--- src/inc/stm_defines.svh ---
`ifndef STM_DEFINES_SVH
`define STM_DEFINES_SVH

// ****************************************************************
// register offsets
// ****************************************************************
`define STM_ADDR_CTRL0 4'h0
`define STM_ADDR_CTRL1 4'h1
`define STM_ADDR_COUNT 4'h2
`define STM_ADDR_CMPA 4'h3
`define STM_ADDR_CMPP 4'h4
`define STM_ADDR_FLAGS 4'h5

// ****************************************************************
// field positions
// ****************************************************************
`define STM_C0_ON_BIT 3
`define STM_C0_FALL_BIT 0
`define STM_FL_A_BIT 0
`define STM_FL_P_BIT 1

// ****************************************************************
// reset values
// ****************************************************************
`define STM_CTRL1_RST 8'h00
`define STM_CMPA_RST 16'h0000
`define STM_CMPP_RST 8'h00
`define STM_COUNT_RST 16'h0000

// ****************************************************************
// timing counts
// ****************************************************************
`define STM_P_FULL_PERIOD 17'h10000
`define STM_P_STEP_LOW 8'h00

`endif

--- src/inc/stm_pkg.sv ---
`default_nettype none
package stm_pkg;

  // operating mode field
  typedef enum logic [1:0] {
    STM_MODE_CMP = 2'b00,
    STM_MODE_UNDEF = 2'b01,
    STM_MODE_PWM = 2'b10,
    STM_MODE_TC = 2'b11
  } stm_mode_t;

  // pin action field
  typedef enum logic [1:0] {
    STM_ACT_00 = 2'b00,
    STM_ACT_01 = 2'b01,
    STM_ACT_10 = 2'b10,
    STM_ACT_11 = 2'b11
  } stm_act_t;

endpackage : stm_pkg
`default_nettype wire

--- src/hdl/stm_core.sv ---
// The plain strobed port and the register addresses were decided locally.
`timescale 1ns/1ns
`default_nettype none
`include "stm_defines.svh"

module stm_core
  import stm_pkg::*;
(
  // clock and reset
  input wire logic sys_clk_i,
  input wire logic arst_n_i,
  // register port
  input wire logic [3:0] reg_addr_i,
  input wire logic [15:0] reg_wdata_i,
  input wire logic reg_wr_i,
  input wire logic reg_rd_i,
  output logic [15:0] reg_rdata_o,
  // timer clock enable and external clock pin
  input wire logic tmr_tick_i,
  input wire logic ext_clock_pin_i,
  // output pin and status
  output logic tmr_out_o,
  output logic tmr_out_oe_o,
  output logic match_a_flag_o,
  output logic match_p_flag_o,
  output logic counter_on_o
);

  // ****************************************************************
  // state
  // ****************************************************************
  logic counter_on_ff;
  logic ext_fall_ff;
  logic [7:0] ctrl1_ff;
  logic [15:0] compare_a_value_ff;
  logic [7:0] compare_p_value_ff;
  logic [15:0] cnt_ff;
  logic match_a_flag_ff;
  logic match_p_flag_ff;
  logic cmp_pin_ff;
  logic out_ff;
  logic oe_ff;
  logic [15:0] rdata_ff;
  logic ext_s1_ff;
  logic ext_s2_ff;
  logic ext_s3_ff;

  // ****************************************************************
  // decode of control fields
  // ****************************************************************
  stm_mode_t mode;
  stm_act_t pin_action_sel;
  wire output_init_level = ctrl1_ff[3];
  wire output_invert = ctrl1_ff[2];
  wire duty_period_swap = ctrl1_ff[1];
  wire clear_select = ctrl1_ff[0];
  assign mode = stm_mode_t'(ctrl1_ff[7:6]);
  assign pin_action_sel = stm_act_t'(ctrl1_ff[5:4]);

  // undefined mode is handled like timer/counter: counts, no drive
  wire is_cmp_like = (mode != STM_MODE_PWM);
  wire is_sp = (mode == STM_MODE_PWM) && (pin_action_sel == STM_ACT_11);
  wire is_pwm = (mode == STM_MODE_PWM) && !is_sp;
  wire drive_pin = (mode == STM_MODE_CMP) || (mode == STM_MODE_PWM);

  // ****************************************************************
  // register port decode
  // ****************************************************************
  wire wr_ctrl0 = reg_wr_i && (reg_addr_i == `STM_ADDR_CTRL0);
  wire wr_ctrl1 = reg_wr_i && (reg_addr_i == `STM_ADDR_CTRL1);
  wire wr_cmpa = reg_wr_i && (reg_addr_i == `STM_ADDR_CMPA);
  wire wr_cmpp = reg_wr_i && (reg_addr_i == `STM_ADDR_CMPP);
  wire wr_flags = reg_wr_i && (reg_addr_i == `STM_ADDR_FLAGS);
  wire clr_a = wr_flags && reg_wdata_i[`STM_FL_A_BIT];
  wire clr_p = wr_flags && reg_wdata_i[`STM_FL_P_BIT];

  // ****************************************************************
  // external clock pin: two-stage sync then edge detect
  // ****************************************************************
  always_ff @(posedge sys_clk_i or negedge arst_n_i) begin
    if (!arst_n_i) begin
      ext_s1_ff <= 1'b0;
      ext_s2_ff <= 1'b0;
      ext_s3_ff <= 1'b0;
    end else begin
      ext_s1_ff <= ext_clock_pin_i;
      ext_s2_ff <= ext_s1_ff;
      ext_s3_ff <= ext_s2_ff;
    end
  end

  // edge picked by ctrl0 so either polarity of trigger can be used
  wire ext_rise = ext_s2_ff && !ext_s3_ff;
  wire ext_fallen = !ext_s2_ff && ext_s3_ff;
  wire ext_edge = ext_fall_ff ? ext_fallen : ext_rise;

  // ****************************************************************
  // comparators
  // ****************************************************************
  wire cnt_run = tmr_tick_i && counter_on_ff;
  wire [16:0] cnt_sum = {1'b0, cnt_ff} + 17'h00001;
  wire [15:0] cnt_inc = cnt_sum[15:0];
  wire a_nonzero = (compare_a_value_ff != 16'h0000);
  // zero compare value never matches, counter simply wraps at FFFF
  wire hit_a = cnt_run && a_nonzero && (cnt_inc == compare_a_value_ff);
  // P compares the upper byte, with the lower byte zero, so zero matches at the 65536 wrap
  wire hit_p = cnt_run && (cnt_inc[15:8] == compare_p_value_ff) &&
               (cnt_inc[7:0] == `STM_P_STEP_LOW);

  // clear source: clear_select in compare modes, swap bit in PWM
  wire clr_by_a = is_cmp_like ? clear_select :
                  (is_pwm && duty_period_swap);
  wire clr_by_p = is_cmp_like ? !clear_select :
                  (is_pwm && !duty_period_swap);
  // single pulse never clears on a match
  wire cnt_clear = (clr_by_a && hit_a) || (clr_by_p && hit_p);

  // flag sources
  wire set_a = hit_a;
  wire set_p = hit_p && (is_pwm ||
               (is_cmp_like && !clear_select));

  // ****************************************************************
  // counter_on next value
  // ****************************************************************
  // a match ends the pulse, but software or the pin may restart it
  logic nxt_counter_on;
  always_comb begin
    nxt_counter_on = counter_on_ff;
    if (is_sp && hit_a) begin
      nxt_counter_on = 1'b0;
    end
    if (wr_ctrl0) begin
      nxt_counter_on = reg_wdata_i[`STM_C0_ON_BIT];
    end
    if (is_sp && ext_edge) begin
      nxt_counter_on = 1'b1;
    end
  end

  wire on_set = !counter_on_ff && nxt_counter_on;

  // control registers
  always_ff @(posedge sys_clk_i or negedge arst_n_i) begin
    if (!arst_n_i) begin
      counter_on_ff <= 1'b0;
      ext_fall_ff <= 1'b0;
      ctrl1_ff <= `STM_CTRL1_RST;
      compare_a_value_ff <= `STM_CMPA_RST;
      compare_p_value_ff <= `STM_CMPP_RST;
    end else begin
      counter_on_ff <= nxt_counter_on;
      if (wr_ctrl0) begin
        ext_fall_ff <= reg_wdata_i[`STM_C0_FALL_BIT];
      end
      if (wr_ctrl1) begin
        ctrl1_ff <= reg_wdata_i[7:0];
      end
      if (wr_cmpa) begin
        compare_a_value_ff <= reg_wdata_i;
      end
      if (wr_cmpp) begin
        compare_p_value_ff <= reg_wdata_i[7:0];
      end
    end
  end

  // ****************************************************************
  // counter
  // ****************************************************************
  logic [15:0] nxt_cnt;
  always_comb begin
    nxt_cnt = cnt_ff;
    if (on_set) begin
      nxt_cnt = `STM_COUNT_RST;
    end else if (cnt_run) begin
      nxt_cnt = cnt_clear ? `STM_COUNT_RST : cnt_inc;
    end
  end

  always_ff @(posedge sys_clk_i or negedge arst_n_i) begin
    if (!arst_n_i) begin
      cnt_ff <= `STM_COUNT_RST;
    end else begin
      cnt_ff <= nxt_cnt;
    end
  end

  // ****************************************************************
  // match flags: a set in the clearing cycle wins
  // ****************************************************************
  always_ff @(posedge sys_clk_i or negedge arst_n_i) begin
    if (!arst_n_i) begin
      match_a_flag_ff <= 1'b0;
      match_p_flag_ff <= 1'b0;
    end else begin
      match_a_flag_ff <= (match_a_flag_ff && !clr_a) || set_a;
      match_p_flag_ff <= (match_p_flag_ff && !clr_p) || set_p;
    end
  end

  // ****************************************************************
  // compare-match pin state
  // ****************************************************************
  logic nxt_cmp_pin;
  always_comb begin
    nxt_cmp_pin = cmp_pin_ff;
    if (on_set) begin
      nxt_cmp_pin = output_init_level;
    end else if (is_cmp_like && hit_a) begin
      case (pin_action_sel)
        STM_ACT_01: nxt_cmp_pin = 1'b0;
        STM_ACT_10: nxt_cmp_pin = 1'b1;
        STM_ACT_11: nxt_cmp_pin = !cmp_pin_ff;
        default: nxt_cmp_pin = cmp_pin_ff;
      endcase
    end
  end

  // ****************************************************************
  // PWM and single pulse active phase
  // ****************************************************************
  // P duty is 17 bits wide so a zero value reaches the full 65536
  wire [16:0] duty_p = (compare_p_value_ff == 8'h00) ?
                       `STM_P_FULL_PERIOD :
                       {1'b0, compare_p_value_ff, `STM_P_STEP_LOW};
  // duty at or past period is never crossed, so stays active
  wire pwm_wave = duty_period_swap ? ({1'b0, cnt_ff} < duty_p) :
                  (cnt_ff < compare_a_value_ff);
  // forced levels only mask the pin; the counter keeps running
  logic pwm_active;
  always_comb begin
    case (pin_action_sel)
      STM_ACT_00: pwm_active = 1'b0;
      STM_ACT_01: pwm_active = 1'b1;
      STM_ACT_10: pwm_active = pwm_wave;
      STM_ACT_11: pwm_active = counter_on_ff;
      default: pwm_active = 1'b0;
    endcase
  end

  // init level is the active level; invert applied last
  wire pwm_level = pwm_active ? output_init_level :
                   !output_init_level;
  wire pin_state = (mode == STM_MODE_PWM) ? pwm_level : cmp_pin_ff;
  wire nxt_out = pin_state ^ output_invert;

  // pin output registers, one cycle behind the internal state
  always_ff @(posedge sys_clk_i or negedge arst_n_i) begin
    if (!arst_n_i) begin
      cmp_pin_ff <= 1'b0;
      out_ff <= 1'b0;
      oe_ff <= 1'b0;
    end else begin
      cmp_pin_ff <= nxt_cmp_pin;
      out_ff <= nxt_out;
      oe_ff <= drive_pin;
    end
  end

  // ****************************************************************
  // read data, valid the cycle after the strobe
  // ****************************************************************
  logic [15:0] rd_mux;
  always_comb begin
    case (reg_addr_i)
      `STM_ADDR_CTRL0: rd_mux = {12'h000, counter_on_ff, 2'b00, ext_fall_ff};
      `STM_ADDR_CTRL1: rd_mux = {8'h00, ctrl1_ff};
      `STM_ADDR_COUNT: rd_mux = cnt_ff;
      `STM_ADDR_CMPA: rd_mux = compare_a_value_ff;
      `STM_ADDR_CMPP: rd_mux = {8'h00, compare_p_value_ff};
      `STM_ADDR_FLAGS: rd_mux = {14'h0000, match_p_flag_ff, match_a_flag_ff};
      default: rd_mux = 16'h0000;
    endcase
  end

  always_ff @(posedge sys_clk_i or negedge arst_n_i) begin
    if (!arst_n_i) begin
      rdata_ff <= 16'h0000;
    end else begin
      rdata_ff <= reg_rd_i ? rd_mux : 16'h0000;
    end
  end

  assign reg_rdata_o = rdata_ff;
  assign tmr_out_o = out_ff;
  assign tmr_out_oe_o = oe_ff;
  assign match_a_flag_o = match_a_flag_ff;
  assign match_p_flag_o = match_p_flag_ff;
  assign counter_on_o = counter_on_ff;
endmodule : stm_core
`default_nettype wire

--- config.mk ---
export PLATFORM = sky130hd
export DESIGN_NAME = stm_core
export DESIGN_NICKNAME = d
export VERILOG_FILES = /design/src/inc/stm_pkg.sv /design/src/hdl/stm_core.sv
export VERILOG_INCLUDE_DIRS = /design/src /design/src/inc
export SDC_FILE = /design/constraint.sdc
export NUM_CORES = 1
export LEC_CHECK = 0
export ABC_AREA = 0
export BUFFER_PORTS_ARGS = -buffer_cell sky130_fd_sc_hd__buf_2
export CAP_MARGIN = 20
export CORE_MARGIN = 1.5
export CORE_UTILIZATION = 55
export CTS_CLUSTER_SIZE = 12
export DETAILED_ROUTE_END_ITERATION = 12
export HOLD_SLACK_MARGIN = 0.15
export PLACE_DENSITY = 0.75
export SLEW_MARGIN = 15
export SYNTH_ARGS = -nofsm -noshare
export SYNTH_HDL_FRONTEND = slang
export SYNTH_SLANG_ARGS = --single-unit
--- constraint.sdc ---
create_clock -name sys_clk_i -period 4.46 [get_ports sys_clk_i]
set_input_delay 0.669 -clock sys_clk_i [delete_from_list [all_inputs] [get_ports sys_clk_i]]
set_output_delay 0.669 -clock sys_clk_i [all_outputs]
set_load 0.05 [all_outputs]
Word level (Yosys, flattened, before mapping) --
Cells that the tools add are included.
Storage, ports and cells: flip-flop bits (word level) 74, bits in latches 0, RAM bits 0, memory bits (read-only) 0, input bits 26, output and inout port bits 21, logic and storage cells 103, memories kept 0
Operators by class: add/sub/neg operators 1, $mul 0, div/mod/pow operators 0, order comparisons 2, equal/unequal tests 12, shifts and indexed selects 0, mux-type cells 19, bitwise operators 1, reduce and logical (&&, ||, !) cells 53
Operator list (number):
- one-hot mux 16 bit (6 select lines) | 1
- 2-to-1 mux 16 bit | 4
- logical AND 1 bit | 28
- less-than comparator 16 x 17 -> 1 bit | 1
- 2-to-1 mux 17 bit | 1
- adder 16 x 1 -> 16 bit (second input constant) | 1
- equality test 16 bit | 1
- zero test 8 bit | 2
- less-than comparator 16 bit | 1
- nonzero test 16 bit | 1
- 2-to-1 mux 1 bit | 11
- zero test 1 bit | 10
- equality test 4 x 2 -> 1 bit (second input constant) | 2
- equality test 4 x 3 -> 1 bit (second input constant) | 2
- equality test 8 bit | 1
- equality test 2 bit (second input constant) | 3
- logical OR 1 bit | 5
- equality test 4 x 1 -> 1 bit (second input constant) | 1
- zero test 2 bit | 2
- zero test 4 bit | 1
- one-hot mux 1 bit (4 select lines) | 1
- nonzero test 2 bit | 2
- nonzero test 4 bit | 1
- one-hot mux 1 bit (3 select lines) | 1
- 4 further kinds | 4

Depth between registers and ports, before layout --
depth in word-level cells 11, depth in mapped cells 12, mapped depth without buffers 10

Least setup slack after synthesis --
OpenSTA, ideal clock, no wires.
path type register -> register, start point register cnt_ff[1], end point register cnt_ff[0], setup time 0.120 ns, arrival 2.976 ns, data required time 4.340 ns, path slack 1.364 ns, cell stages (with the launch flop) 11, path buffers 2, clock period less this slack 3.096 ns, cells stage by stage dfrtp_1 > ha_1 > nand4_4 > nor4_1 > mux2_2 > nor4_1 > nand4_1 > o311a_1 > buf_4 > buf_6 > a31o_1
On the way: longest elaborated chain between the ends 9, elaborated cells on any way between the ends 19, those cells by class 1 x add/sub; 2 x eq/ne; 6 x mux; 10 x reduce/logical
RTL lines:
- start: declaration | line stm_core.sv:37 | logic [15:0] cnt_ff;
- start signal: assignment | line stm_core.sv:183 | cnt_ff <= `STM_COUNT_RST;
- start signal: assignment | line stm_core.sv:185 | cnt_ff <= nxt_cnt;
- adder 16 x 1 -> 16 bit * | line stm_core.sv:101 | wire [16:0] cnt_sum = {1'b0, cnt_ff} + 17'h00001;
- equality test 16 bit / equality test 8 bit (equally long branches) | line stm_core.sv:105, stm_core.sv:107
- logical AND 1 bit, on equally long branches | line stm_core.sv:105, stm_core.sv:107
- logical AND 1 bit, on equally long branches | line stm_core.sv:130, stm_core.sv:107
- 2-to-1 mux 1 bit / logical AND 1 bit (equally long branches) | line stm_core.sv:130, stm_core.sv:116
- 2-to-1 mux 1 bit / logical OR 1 bit (equally long branches) | line stm_core.sv:133, stm_core.sv:116
- 2-to-1 mux 1 bit / 2-to-1 mux 16 bit (equally long branches) | line stm_core.sv:136, stm_core.sv:177
- logical AND 1 bit / 2-to-1 mux 16 bit (equally long branches) | line stm_core.sv:141, stm_core.sv:176
- 2-to-1 mux 16 bit / nonzero test 2 bit (equally long branches)
Mark *: on every way between the ends. The rest lies on a longest branch, timed or not. The select of a mux whose other input is x is not followed. A chain may end at the register's enable or synchronous reset.

Final worst setup path --
start point register cnt_ff[1], end point register cnt_ff[6]
The elaborated chain is that of the path after synthesis.

==> impl_metrics.xml <==
<?xml version="1.0" encoding="UTF-8"?>
<metrics>
  <group name="drt">
    <metric name="wl_met1" unit="um">5870</metric>
    <metric name="vias" unit="">4549</metric>
    <metric name="drt_drc_violations_left" unit="">0</metric>
    <metric name="met2WireLength" unit="um">6576</metric>
    <metric name="drt.antenna.violating_nets" unit="">0</metric>
    <metric name="detail_route_met3_wl" unit="um">1249</metric>
    <metric name="routed_via_count_divided_by_cell_count" unit="">6.700</metric>
    <metric name="firstDrtPassIters" unit="">8</metric>
    <metric name="detail_route.wirelength" unit="um">14170</metric>
    <metric name="wl_per_cell" unit="um">20.87</metric>
    <metric name="uppermost_signal_routing_layer_after_detailed_routing" unit="">met4</metric>
    <metric name="drt_iter0_markers" unit="">604</metric>
  </group>
  <group name="critical_path">
    <metric name="r2r_end" unit="">cnt_ff[6]</metric>
    <metric name="critPathCaptureType" unit="">register</metric>
    <metric name="timing.critical_path.slowest_cell_delay" unit="ns">0.78</metric>
    <metric name="timing.critical_path.fanout_max" unit="">29</metric>
    <metric name="cp-startpoint" unit="">cnt_ff[1]</metric>
    <metric name="r2r_cells" unit="">9</metric>
    <metric name="crit_buf_inv" unit="">0</metric>
    <metric name="startpoint_type" unit="">register</metric>
    <metric name="critical_path.top_delay_family" unit="">simple AND/OR/NAND/NOR gates</metric>
    <metric name="r2r-start" unit="">cnt_ff[1]</metric>
    <metric name="crit_chain" unit="">ha_1 &gt; nand4_4 &gt; nor4_1 &gt; mux2_2 &gt; nor4_1 &gt; nand4_1 &gt; o311a_1 &gt; a41oi_1 &gt; a31oi_1</metric>
    <metric name="critical_path_cell_count" unit="">9</metric>
    <metric name="critical-path-slowest-cell" unit="">sky130_fd_sc_hd__o311a_1</metric>
    <metric name="timing.critical_path.required" unit="ns">4.69</metric>
    <metric name="worst-setup-path-type" unit="">reg -&gt; reg</metric>
    <metric name="worst_setup_path_endpoint" unit="">cnt_ff[6]</metric>
    <metric name="critical_path.most_common_cell" unit="">sky130_fd_sc_hd__nor4_1</metric>
    <metric name="timing.critical_path.arrival" unit="ns">4.21</metric>
    <metric name="reg2reg_slack" unit="ns">0.48</metric>
  </group>
  <group name="power_and_ir_drop">
    <metric name="leakagePower" unit="nW">2.428</metric>
    <metric name="fin_total_pwr" unit="mW">2.253</metric>
    <metric name="powerDensity" unit="nW/um^2">413.8</metric>
    <metric name="max-vdd-ir-drop" unit="V">0.0003381</metric>
  </group>
  <group name="synthesis">
    <metric name="async_set_or_reset_flop_fraction_in_the_synthesized_netlist" unit="%">100.0</metric>
    <metric name="synth_fp_nets" unit="">590</metric>
    <metric name="syn_inst" unit="">537</metric>
    <metric name="synth_edf_count" unit="">0</metric>
    <metric name="synth-seq-area-share" unit="%">37.10</metric>
    <metric name="avgSynthCellArea" unit="um^2">9.294</metric>
    <metric name="synth_ff_type" unit="">sky130_fd_sc_hd__dfrtp_1</metric>
    <metric name="number_of_warning_messages_in_the_yosys_log" unit="">0</metric>
    <metric name="ys_types" unit="">69</metric>
    <metric name="total_of_flip_flops_plus_latches_after_synthesis" unit="">74</metric>
    <metric name="synthesis.area" unit="um^2">4991</metric>
  </group>
  <group name="clock_network">
    <metric name="cts_setup_buffers" unit="">0</metric>
    <metric name="cts_resized" unit="">0</metric>
    <metric name="clock_tree.buffer_depth" unit="">2</metric>
    <metric name="clkSinkCount" unit="">74</metric>
    <metric name="clock_tree.htree_level_count" unit="">3</metric>
    <metric name="cts_root_buffer" unit="">sky130_fd_sc_hd__clkbuf_8</metric>
    <metric name="cts.reportedPaths.clkPinSlew" unit="ns">0.09</metric>
    <metric name="cts_hold_repair.buffers" unit="">0</metric>
    <metric name="tritoncts" unit="">built</metric>
    <metric name="insertion_delay" unit="ns">0.36</metric>
    <metric name="num_cts_buffers" unit="">9</metric>
  </group>
  <group name="min_path">
    <metric name="worst_hold_path_type" unit="">reg -&gt; reg</metric>
  </group>
  <group name="grt">
    <metric name="track_usage" unit="%">30.05</metric>
    <metric name="grt_max_degree" unit="">75</metric>
    <metric name="first_global_vias" unit="">4237</metric>
    <metric name="global_route_wire_length_before_repair" unit="um">22690</metric>
    <metric name="initial_antenna_violation_count" unit="">0</metric>
    <metric name="grt_overflow" unit="">0</metric>
  </group>
  <group name="floorplanning">
    <metric name="floorplan.die_area" unit="um^2">9655</metric>
    <metric name="die_w" unit="um">98.26</metric>
    <metric name="rows" unit="">34</metric>
    <metric name="initial_core_utilization" unit="%">56.95</metric>
    <metric name="floorplan.die.height" unit="um">98.26</metric>
    <metric name="ioPinCount" unit="">47</metric>
    <metric name="core-area" unit="um^2">8763</metric>
  </group>
  <group name="placed_design">
    <metric name="place_congestion" unit="">0.9556</metric>
    <metric name="placed_cell_area" unit="um^2">5240</metric>
    <metric name="port_buffers" unit="">46</metric>
    <metric name="dp.final_hpwl" unit="um">10170</metric>
  </group>
  <group name="timing">
    <metric name="fin_worst_skew" unit="ns">0.01710</metric>
    <metric name="period_needed" unit="ns">3.978</metric>
    <metric name="maximum_frequency_from_static_timing_analysis" unit="MHz">251.4</metric>
    <metric name="setup-tns-final" unit="ns">0</metric>
    <metric name="min_period_over_period" unit="%">89.18</metric>
    <metric name="tightestPinTransition" unit="ns">1.101</metric>
    <metric name="report.final.setup_viol" unit="">0</metric>
    <metric name="final_hold_viol_count" unit="">0</metric>
    <metric name="max_slew_headroom" unit="%">26.58</metric>
    <metric name="rsz0062_at_grt" unit="">no</metric>
    <metric name="timing.final.max_slew_violations" unit="">0</metric>
  </group>
  <group name="finish">
    <metric name="drive_gt1_share" unit="%">19.09</metric>
    <metric name="final_nets" unit="">619</metric>
    <metric name="num_antenna_cells" unit="">0</metric>
    <metric name="flow.area_growth_from_synthesis" unit="%">9.075</metric>
    <metric name="layout.cell_area.non_filler" unit="um^2">5444</metric>
  </group>
  <group name="job">
    <metric name="timing.max_cap.violations" unit="">0</metric>
  </group>
  <group name="status">
    <metric name="status" unit="">finished clean</metric>
  </group>
</metrics>
==> flip-flops by register name, indices dropped and copies added, names as in the netlist, 8 cells and up <==
signal              flops
compare_a_value_ff     16
reg_rdata_o            16
compare_p_value_ff      8
cnt_ff                 16
ctrl1_ff                8
==> kinds of logic after synthesis <==
kind of cell / synth area share [%]
buffers and inverters: 6.267
XOR/XNOR: 3.785
AO/OA/AOI/OAI: 19.73
multiplexers: 6.443
AND/OR/NAND/NOR: 19.90
adder cells (fa/ha/maj): 6.769
flip-flops: 37.10
==> power by group <==
part / switching [mW] / internal [mW]
clock network: 0.269 / 0.275
logic: 0.430 / 0.293
registers: 0.210 / 0.776
total: 0.909 / 1.34
==> synth_stat cells, drive strengths merged, types with 3 or more instances <==
master,number,area share (%)
nand2b,7,0.88
and3,7,0.88
nor2b,5,0.63
nor2,28,2.3
a2111oi,5,1.0
a21o,6,0.90
inv,38,2.9
nand2,42,3.2
a211oi,6,0.90
a222oi,8,1.6
o2111ai,3,0.65
o21ai,25,2.5
clkbuf,19,1.4
or3,4,0.50
a22oi,8,1.2
nand4,14,2.2
a21oi,20,2.0
xor2,5,0.88
nand3,20,2.1
buf,15,2.0
dfrtp,74,37
mux2,25,5.6
a31oi,28,3.5
nor3b,3,0.45
mux2i,4,0.80
and4,3,0.53
ha,27,6.8
nor4,17,2.8
nor3,10,1.1
nand3b,9,1.4
o221ai,3,0.53
xnor2,14,2.5
==> layer usage <==
layer | track usage [%] | vias up
li1 | - | 2069
met1 | 41.70 | 2177
met2 | 47.53 | 261
met3 | 5.082 | 42
met4 | 11.05 | 0
met5 | 0 | -
==> cell usage in the layout (no fill, tap or decap), drive strengths merged, types with 3 or more instances in the layout <==
cell type and n:
mux2 25, a31oi 28, and3 7, o21ai 25, o2111ai 3, buf 52
clkbuf 10, a211oi 6, dfrtp 74, a222oi 8, a2111oi 5, nor3b 3
nor3 10, a22oi 8, a21o 6, nor2b 5, nor2 28, clkinv 5
inv 38, nand2b 7, mux2i 4, nand3 20, nand4 14, xnor2 14
xor2 5, nand3b 9, and4 3, o221ai 3, nand2 42, nor4 17
or3 4, ha 27, a21oi 20
==> through the flow <==
stage	hold slack, ns	std cells	util (%)	setup WS [ns]
after global placement	0.3414	663	59.79	0.7789
after floorplan	0.3312	537	-	1.364
after CTS	0.3676	679	62.12	0.5733
final	0.3662	679	62.12	0.4824
after global routing	0.3758	679	62.12	0.2374
after detailed placement	0.3411	663	59.79	0.5954
==> worst register-to-register path, delay by kind of cell, from the launching register on <==
family,cells,cell delay (ns)
simple gates,4,1.33
compound gates,3,1.22
flops,1,0.48
fa+ha+maj,1,0.41
mux,1,0.41
==> worst min path at each step <==
stage                     cells past startpoint       from  slack [ns]   endpoint
after floorplan                               0  ext_s1_ff        0.33  ext_s2_ff
after global placement                        0  ext_s1_ff        0.34  ext_s2_ff
after detailed placement                      0  ext_s1_ff        0.34  ext_s2_ff
after CTS                                     0  ext_s1_ff        0.37  ext_s2_ff
after global routing                          0  ext_s1_ff        0.38  ext_s2_ff
final                                         0  ext_s1_ff        0.37  ext_s2_ff
==> cell type report <==
class | count | area, um^2
Clock inverter | 6 | 66.31
Tap cell | 108 | 135.1
Inverter | 38 | 142.6
Fill cell | 739 | 3319
Multi-Input combinational cell | 391 | 2833
Sequential cell | 74 | 1852
Clock buffer | 10 | 137.6
Timing Repair Buffer | 52 | 277.8
Note: power is estimated with default switching activity, not from simulation.
